--- config.mk ---
export PLATFORM = sky130hd
export DESIGN_NAME = ccsp_host
export DESIGN_NICKNAME = d
export VERILOG_FILES = /design/src/ccsp_pkg.sv /design/src/ccsp_sclk_gen.sv /design/src/ccsp_host.sv
export VERILOG_INCLUDE_DIRS = /design/src
export SDC_FILE = /design/constraint.sdc
export NUM_CORES = 1
export LEC_CHECK = 0
export ABC_AREA = 1
export BUFFER_PORTS_ARGS = -buffer_cell sky130_fd_sc_hd__buf_2
export CAP_MARGIN = 25
export CORE_ASPECT_RATIO = 1.5
export CORE_MARGIN = 2
export CORE_UTILIZATION = 61
export CTS_BUF_LIST = sky130_fd_sc_hd__clkbuf_8
export CTS_CLUSTER_DIAMETER = 200
export DETAILED_ROUTE_END_ITERATION = 8
export PLACE_DENSITY = 0.83
export SETUP_SLACK_MARGIN = 0.05
export SLEW_MARGIN = 10
export SYNTH_ARGS = -nofsm -noshare
export SYNTH_HDL_FRONTEND = slang
export SYNTH_SLANG_ARGS = --single-unit
--- constraint.sdc ---
create_clock -name clk_i -period 2.1 [get_ports clk_i]
set_input_delay 0.525 -clock clk_i [delete_from_list [all_inputs] [get_ports clk_i]]
set_output_delay 0.525 -clock clk_i [all_outputs]
set_load 0.03 [all_outputs]
--- src/ccsp_params.svh ---
// Constants for the converter configuration serial port host
`ifndef CCSP_PARAMS_SVH
`define CCSP_PARAMS_SVH

// ==========================================================
// Frame layout
`define CCSP_INSTR_BITS     5'd16
`define CCSP_WORD_BITS      5'd8
`define CCSP_WL_ONE         2'h0
`define CCSP_WL_TWO         2'h1
`define CCSP_WL_THREE       2'h2
`define CCSP_WL_STREAM      2'h3

// ==========================================================
// Serial clock timing
`define CCSP_CLK_NS         40
`define CCSP_SCLK_HALF_NS   160
`define CCSP_SCLK_HALF_CYC  ((`CCSP_SCLK_HALF_NS + `CCSP_CLK_NS - 1) / `CCSP_CLK_NS)

// ==========================================================
// Device map used by the host
`define CCSP_ADDR_PORT_CFG  13'h0000
`define CCSP_ADDR_CHIP_GRD  13'h0002
`define CCSP_ADDR_CHAN_SEL  13'h0005
`define CCSP_ADDR_ADC_LO    13'h0008
`define CCSP_ADDR_ADC_HI    13'h0020
`define CCSP_ADDR_ADC_EXT   13'h003A
`define CCSP_ADDR_DC_LO     13'h0040
`define CCSP_ADDR_DC_HI     13'h0042
`define CCSP_ADDR_FD_LO     13'h0045
`define CCSP_ADDR_FD_HI     13'h004C
`define CCSP_ADDR_DSP_LO    13'h0050
`define CCSP_ADDR_DSP_HI    13'h005A
`define CCSP_ADDR_XFER      13'h00FF
`define CCSP_XFER_GO        8'h01
`define CCSP_CHAN_A_BIT     0
`define CCSP_CHAN_B_BIT     1
`define CCSP_CHAN_SEL_RST   8'h03

`endif

--- src/ccsp_pkg.sv ---
// Types shared by the configuration serial port host
package ccsp_pkg;

    // ==========================================================
    // Frame sequencer states, Gray along idle-instr-data-tail
    typedef enum logic [2:0] {
        CCSP_IDLE  = 3'b000,
        CCSP_INSTR = 3'b001,
        CCSP_DATA  = 3'b011,
        CCSP_TAIL  = 3'b010,
        CCSP_STALL = 3'b111
    } ccsp_state_t;

    // ==========================================================
    // User command and read answer
    typedef struct packed {
        logic        read;
        logic [1:0]  word_len;
        logic [12:0] addr;
        logic [7:0]  stream_cnt;
    } ccsp_cmd_t;

    typedef struct packed {
        logic [7:0] data;
        logic       last;
    } ccsp_rd_t;

endpackage : ccsp_pkg

--- src/ccsp_sclk_gen.sv ---
// Serial clock divider with rise and fall strobes
`timescale 1ns/100ps
`default_nettype none

module ccsp_sclk_gen #(
    parameter int HALF_DIV = 4
) (
    input  wire logic clk_i,     // System clock
    input  wire logic resetn_i,  // Async reset, active low
    input  wire logic run_i,     // Clock runs while high
    output logic      sclk_o,    // Serial clock level
    output logic      rise_o,    // Pulse: sclk rises next edge
    output logic      fall_o     // Pulse: sclk falls next edge
);

    logic [7:0] cnt;
    wire        tick = run_i && (cnt == 8'(HALF_DIV - 1));

    assign rise_o = tick && !sclk_o;
    assign fall_o = tick && sclk_o;

    // ==========================================================
    // Divider; parks low when stopped so no stray edge leaves
    always_ff @(posedge clk_i or negedge resetn_i) begin
        if (!resetn_i) begin
            cnt    <= 8'h00;
            sclk_o <= 1'b0;
        end else if (!run_i) begin
            cnt    <= 8'h00;
            sclk_o <= 1'b0;
        end else if (tick) begin
            cnt    <= 8'h00;
            sclk_o <= ~sclk_o;
        end else begin
            cnt    <= cnt + 8'h01;
        end
    end

endmodule : ccsp_sclk_gen

`default_nettype wire

--- src/ccsp_host.sv ---
// Host controller driving the converter's three-wire configuration port
`timescale 1ns/100ps
`default_nettype none
`include "ccsp_params.svh"

module ccsp_host
    import ccsp_pkg::*;
#(
    parameter int HALF_DIV = `CCSP_SCLK_HALF_CYC
) (
    input  wire logic                clk_i,         // System clock, 25 MHz
    input  wire logic                resetn_i,      // Async reset, active low
    input  wire logic                port_en_i,     // Port in use
    input  wire logic                lsb_first_i,   // Device set to LSB first
    input  wire logic                cmd_valid_i,   // Command offered
    output logic                     cmd_ready_o,   // Command accepted
    input  wire ccsp_pkg::ccsp_cmd_t cmd_i,         // Command fields
    output logic                     cmd_err_o,     // Pulse: command refused
    input  wire logic                wdata_valid_i, // Write byte offered
    output logic                     wdata_ready_o, // Write byte taken
    input  wire logic [7:0]          wdata_i,       // Write byte
    output logic                     rd_valid_o,    // Pulse: read byte ready
    output ccsp_pkg::ccsp_rd_t       rd_o,          // Read byte and last flag
    output logic                     busy_o,        // Frame in progress
    output logic                     sclk_o,        // Serial clock pin
    output logic                     select_n_o,    // Chip select pin, low active
    output logic                     sdio_o,        // Data pin drive value
    output logic                     sdio_oe_o,     // Data pin drive enable
    input  wire logic                sdio_i         // Data pin level
);

    import ccsp_pkg::*;

    // ==========================================================
    // Helpers
    function automatic logic addr_ok(input logic [12:0] a);
        addr_ok = (a <= `CCSP_ADDR_CHIP_GRD) || (a == `CCSP_ADDR_CHAN_SEL)
               || (a >= `CCSP_ADDR_ADC_LO && a <= `CCSP_ADDR_ADC_HI)
               || (a == `CCSP_ADDR_ADC_EXT)
               || (a >= `CCSP_ADDR_DC_LO && a <= `CCSP_ADDR_DC_HI)
               || (a >= `CCSP_ADDR_FD_LO && a <= `CCSP_ADDR_FD_HI)
               || (a >= `CCSP_ADDR_DSP_LO && a <= `CCSP_ADDR_DSP_HI)
               || (a == `CCSP_ADDR_XFER);
    endfunction : addr_ok

    function automatic logic [8:0] byte_count(input logic [1:0] wl, input logic [7:0] sc);
        unique case (wl)
            `CCSP_WL_ONE:   byte_count = 9'h001;
            `CCSP_WL_TWO:   byte_count = 9'h002;
            `CCSP_WL_THREE: byte_count = 9'h003;
            // streaming length taken from the user count
            default:        byte_count = {1'b0, sc} + 9'h001;
        endcase
    endfunction : byte_count

    function automatic logic out_bit(input logic [15:0] s, input logic lsb);
        out_bit = lsb ? s[0] : s[15];
    endfunction : out_bit

    // ==========================================================
    // State
    ccsp_state_t state;
    ccsp_state_t next_state;
    logic [15:0] shreg;
    logic [15:0] next_shreg;
    logic [7:0]  rx;
    logic [4:0]  bitcnt;
    logic [8:0]  left;
    logic        rd_q;
    logic        lsb_q;
    logic [7:0]  gap;
    logic        sdio_meta;
    logic        sdio_sync;
    logic        sclk_rise;
    logic        sclk_fall;

    // ==========================================================
    // Decode
    // clock runs only inside a frame
    // Gated by port_en_i so an abort parks the clock low together with select
    wire       run       = port_en_i && ((state == CCSP_INSTR) || (state == CCSP_DATA));
    wire [4:0] unit_bits = (state == CCSP_INSTR) ? `CCSP_INSTR_BITS : `CCSP_WORD_BITS;
    wire       unit_end  = sclk_fall && (bitcnt == unit_bits);
    wire       gap_ok    = gap >= 8'(HALF_DIV);
    // writes outside the device map refused
    wire       cmd_bad   = !cmd_i.read && !addr_ok(cmd_i.addr);
    // reads never refused; caller sets one channel first
    wire       cmd_take  = cmd_valid_i && cmd_ready_o;
    wire       cmd_go    = cmd_take && !cmd_bad;
    wire       lsb_sel   = cmd_go ? lsb_first_i : lsb_q;
    wire       rd_sel    = cmd_go ? cmd_i.read : rd_q;
    wire       need_byte = !rd_q && (((state == CCSP_INSTR) && unit_end)
                        || ((state == CCSP_DATA) && unit_end && (left > 9'h001))
                        || ((state == CCSP_STALL) && gap_ok));
    wire       take_byte = need_byte && wdata_valid_i;
    // user bytes go out as given, unused bits zero
    // byte placed where the chosen order sends it first
    wire [15:0] byte_load = lsb_q ? {8'h00, wdata_i} : {wdata_i, 8'h00};
    wire [15:0] shifted   = lsb_q ? {1'b0, shreg[15:1]} : {shreg[14:0], 1'b0};

    // disabled port never starts a frame
    assign cmd_ready_o   = (state == CCSP_IDLE) && gap_ok && port_en_i;
    assign wdata_ready_o = need_byte;
    assign busy_o        = (state != CCSP_IDLE);

    // first rise comes a half period after select falls
    ccsp_sclk_gen #(
        .HALF_DIV (HALF_DIV)
    ) u_sclk (
        .clk_i    (clk_i),
        .resetn_i (resetn_i),
        .run_i    (run),
        .sclk_o   (sclk_o),
        .rise_o   (sclk_rise),
        .fall_o   (sclk_fall)
    );

    // ==========================================================
    // Next state
    always_comb begin
        next_state = state;
        unique case (state)
            CCSP_IDLE: begin
                if (cmd_go) begin
                    next_state = CCSP_INSTR;
                end
            end
            CCSP_INSTR, CCSP_DATA: begin
                if (unit_end) begin
                    if ((state == CCSP_DATA) && (left == 9'h001)) begin
                        next_state = CCSP_TAIL;
                    // no byte ready: stall with select high
                    end else if (!rd_q && !wdata_valid_i) begin
                        next_state = CCSP_STALL;
                    end else begin
                        next_state = CCSP_DATA;
                    end
                end
            end
            CCSP_STALL: begin
                if (take_byte) begin
                    next_state = CCSP_DATA;
                end
            end
            CCSP_TAIL: begin
                if (gap_ok) begin
                    next_state = CCSP_IDLE;
                end
            end
            default: next_state = CCSP_IDLE;
        endcase
    end

    // ==========================================================
    // Shift register next value
    always_comb begin
        next_shreg = shreg;
        if (cmd_go) begin
            // read flag first, then word length, then address
            next_shreg = {cmd_i.read, cmd_i.word_len, cmd_i.addr};
        end else if (take_byte) begin
            next_shreg = byte_load;
        end else if (run && sclk_fall && !unit_end) begin
            next_shreg = shifted;
        end
    end

    // ==========================================================
    // Input synchroniser for the data pin
    // A half period of four cycles leaves room for these two stages
    always_ff @(posedge clk_i or negedge resetn_i) begin
        if (!resetn_i) begin
            sdio_meta <= 1'b0;
            sdio_sync <= 1'b0;
        end else begin
            sdio_meta <= sdio_i;
            sdio_sync <= sdio_meta;
        end
    end

    // ==========================================================
    // Sequencer
    always_ff @(posedge clk_i or negedge resetn_i) begin
        if (!resetn_i) begin
            state <= CCSP_IDLE;
            shreg <= 16'h0000;
            lsb_q <= 1'b0;
            rd_q  <= 1'b0;
        end else begin
            state <= port_en_i ? next_state : CCSP_IDLE;
            shreg <= next_shreg;
            if (cmd_go) begin
                lsb_q <= lsb_first_i;
                rd_q  <= cmd_i.read;
            end
        end
    end

    // Bit count within the current unit; cleared on any unit boundary
    always_ff @(posedge clk_i or negedge resetn_i) begin
        if (!resetn_i) begin
            bitcnt <= 5'h00;
        end else if (cmd_go || unit_end || !run) begin
            bitcnt <= 5'h00;
        end else if (sclk_rise) begin
            bitcnt <= bitcnt + 5'h01;
        end
    end

    // bytes remaining from the word length field
    always_ff @(posedge clk_i or negedge resetn_i) begin
        if (!resetn_i) begin
            left <= 9'h000;
        end else if (cmd_go) begin
            left <= byte_count(cmd_i.word_len, cmd_i.stream_cnt);
        end else if ((state == CCSP_DATA) && unit_end) begin
            left <= left - 9'h001;
        end
    end

    // Select-high and clock-still time, before resume or a new frame
    // Starts saturated so the first command after reset is taken at once
    always_ff @(posedge clk_i or negedge resetn_i) begin
        if (!resetn_i) begin
            gap <= 8'hFF;
        end else if (run || ((state == CCSP_TAIL) && gap_ok)) begin
            gap <= 8'h00;
        end else if (!gap_ok) begin
            gap <= gap + 8'h01;
        end
    end

    // read bits sampled on the rising serial clock
    always_ff @(posedge clk_i or negedge resetn_i) begin
        if (!resetn_i) begin
            rx <= 8'h00;
        end else if ((state == CCSP_DATA) && rd_q && sclk_rise) begin
            rx <= lsb_q ? {sdio_sync, rx[7:1]} : {rx[6:0], sdio_sync};
        end
    end

    always_ff @(posedge clk_i or negedge resetn_i) begin
        if (!resetn_i) begin
            rd_valid_o <= 1'b0;
            rd_o       <= '0;
            cmd_err_o  <= 1'b0;
        end else begin
            rd_valid_o <= (state == CCSP_DATA) && rd_q && unit_end;
            if ((state == CCSP_DATA) && rd_q && unit_end) begin
                rd_o <= '{data: rx, last: (left == 9'h001)};
            end
            cmd_err_o  <= cmd_take && cmd_bad;
        end
    end

    // ==========================================================
    // Pins
    // Driven from next_state so the pins move on the same edge as state
    always_ff @(posedge clk_i or negedge resetn_i) begin
        if (!resetn_i) begin
            select_n_o <= 1'b1;
            sdio_o     <= 1'b0;
            sdio_oe_o  <= 1'b0;
        end else begin
            // select low only while a frame runs
            select_n_o <= !port_en_i || !((next_state == CCSP_INSTR)
                       || (next_state == CCSP_DATA) || (next_state == CCSP_TAIL));
            // leading bit by the captured order
            sdio_o     <= out_bit(next_shreg, lsb_sel);
            // drive the line only for the instruction and write data, not in readback, stall, tail or idle
            sdio_oe_o  <= port_en_i && ((next_state == CCSP_INSTR)
                       || ((next_state == CCSP_DATA) && !rd_sel));
        end
    end

endmodule : ccsp_host

`default_nettype wire

==> run summary <==
most frequent CP cell = buf_4
violated checks = setup timing
Tot Pwr = 5.17 mW
LEAKAGE = 3.06 nW
max-cap viol count = 0
M2 GR Usage = 0.550
Synth cell types = 38
Post-Layout Cell Count = 873
Data required, critical path = 2.36 ns
relative slew slack = 0.636
most frequent cells in the layout = 144 x nand2_1, 74 x nor2_1, 67 x inv_1
gpl congestion = 0.946
area of the mapped netlist = 0.00467 mm^2
PnR worst setup slack = -0.360 ns
grt met1 use = 0.370
clk_lat worst skew = 0.38 ns
Mapped Nets = 691
Die H = 111 um
peak supply drop = 0.463 mV
clk sink count = 76
crit share post-route = 1.17
CTS Root Cell = clkbuf_8
critical path endpoint category = flip-flop
grt ovf = 0
min cycle time layout = 2.46 ns
Avg WL per Cell = 17.3 um
CTS tree = built
Pwr Density = 819 mW/mm^2
Max FO, Critical Path = 4
fin nets = 816
Hold Crit Class = input port to async pin
placed insts = 819
RSZ-0062 raised after global routing = true
Cells after Synth = 641
Cell Area, Placed = 0.00534 mm^2
DRT Pass-1 Iters = 6
Iteration-0 DRC Markers = 648
Synth top area share = 0.359
fill cell count = 430
Primary FF master, synth = dfrtp_1
pin count of the biggest net entering global routing = 39
post-synthesis cell type with the largest combined area = dfrtp_1
die area = 0.00839 mm^2
Async S/R FF share, synth = 1.00
Vias = 5233
Layout Area Growth over Synthesis = 35.1%
final core occ = 0.840
drt total wl = 15.1 mm
endpoints failing setup = 35
Slew Limit Fails = 0
Post-synth EDFFs = 0
Total Routing Usage GR = 0.323
CP Launch Type = flip-flop
worst setup path class = flip-flop to flip-flop
Buf+Inv Stages, Crit Path = 6
Clock Path Buffers = 2
commonest non-fill, non-tap cell in the layout = nand2_1
sequential cell area = 0.00191 mm^2
Max Clk Rate = 407 MHz
initial antenna violation count = 0
layout cells sized above 1 = 0.319
worst clock skew = 0.0157 ns
area of the multi-input gates = 0.00268 mm^2
pre-CTS WS = -0.219 ns
flops & latches, synth = 76
Die W = 75.4 um
H-tree levels = 3
first-pass GRT wire length = 21.0 mm
slowest cell delay on critical path = 0.44 ns
Post-route DRC = 0
cts bufs inserted = 9
Initial Util = 0.622
M3 GR Usage = 0.0727
diode count = 0
Final Cell Area = 0.00631 mm^2
row cnt = 39
CORE AREA = 0.00751 mm^2
I/O pins = 57
outcome = finished, violations left
Hold Fails Final Rpt = 0
Crit path max-delay family = simple AND/OR/NAND/NOR gates
Worst-path clk slew = 0.09 ns
slew of the pin with the lowest slew margin = 0.540 ns
Vias per Instance = 5.99
post-synthesis sequential area ratio = 0.410
crit-path cells = nor2_1, nand2_1, nor2_4, buf_4, buf_4, buf_4, buf_4, buf_4, nand2_4, nor2_1, inv_2, nor3_1, nand2_1, xor2_1, nor2_1
PortBufs = 56
DP HPWL = 8.56 mm
Post-DRT Antenna Nets = 0
critical path's slowest cell = dfrtp_1
vias in the first global route = 4721
gr busiest metal = met2
Arr. time, crit path = 2.72 ns
dominant cells by area after synthesis = dfrtp_1 36%, nand2_1 12%, nor2_1 7.7%
Syn Area/Cell = 7.29 um^2
Yosys warnings = 0
-- registers in the layout, indices dropped and copies added (netlist names), 3 cells and up --
name and count:
rx 8, state 3, rd_o 9, shreg 16
bitcnt 5, u_sclk.cnt 8, left 9, gap 8
-- logic make-up after synthesis --
logic type,synth area share
simple gates,0.327
fa+ha+maj,0.0295
xor+xnor,0.0244
buf+inv,0.0857
compound gates,0.124
flops,0.410
-- synth_stat cells (all sizes together), types with 11 or more instances --
cell type	count
nand3	42
nor2	99
o211ai	15
a21oi	30
nand2	160
nor3	13
dfrtp	67
buf	11
nand4	25
ha	11
o21ai	52
inv	76
xor2	11
-- stage by stage --
step / TNS [ns] / hold WS, ns
after floorplan: 0 / 0.229
after global placement: -1.25 / 0.336
after detailed placement: -4.25 / 0.340
after CTS: -1.59 / 0.121
after global routing: -11.35 / 0.141
final: -8.21 / 0.109
-- layout make-up --
type	instances	area share
sequential	76	0.303
timing repair buffer	132	0.171
inverter	78	0.0468
multi-input combinational	469	0.424
clock inverter	7	0.0147
clock buffer	9	0.0196
tap	102	0.0202
-- worst paths after layout --
path	startpoint	end	slack, ns	cells past startpoint
max in group asynchronous	resetn_i	shreg[14]	1.43	2
setup reg to reg	u_sclk.cnt[4]	bitcnt[4]	-0.36	15
hold / removal	resetn_i	state[2]	0.11	1
setup / recovery	u_sclk.cnt[4]	bitcnt[4]	-0.36	15
min in group clk_i	sdio_i	sdio_meta	0.25	1
hold reg to reg	sdio_meta	sdio_sync	0.36	0
-- repair_timing --
item | 4_1_cts | 5_1_grt
hold buffers | 0 | 0
endpoints found under the setup margin | 29 | 53
pin swaps | 17 | 25
cloned | 5 | 1
setup buffers | 18 | 14
gates resized for setup | 40 | 78
-- per-layer routing --
metal	vias up	part of all wire
li1	2338	-
met1	2421	0.35
met2	367	0.52
met3	107	0.071
met4	0	0.063
met5	-	0
-- worst reg2reg max path, delay by kind of cell (launching register included) --
kind | cells | cell delay [ns]
XOR/XNOR | 1 | 0.18
buffers and inverters | 6 | 0.62
flip-flops | 1 | 0.44
AND/OR/NAND/NOR | 8 | 1.09
-- power breakdown --
| group | switching, mW | leakage [nW] | internal [mW] |
|---|---|---|---|
| Clock | 0.579 | 0.107 | 0.664 |
| Sequential | 0.304 | 0.938 | 1.81 |
| Combinational | 1.19 | 2.02 | 0.632 |
| Total | 2.07 | 3.06 | 3.10 |
No activity file was read; power rests on OpenSTA's default activity.
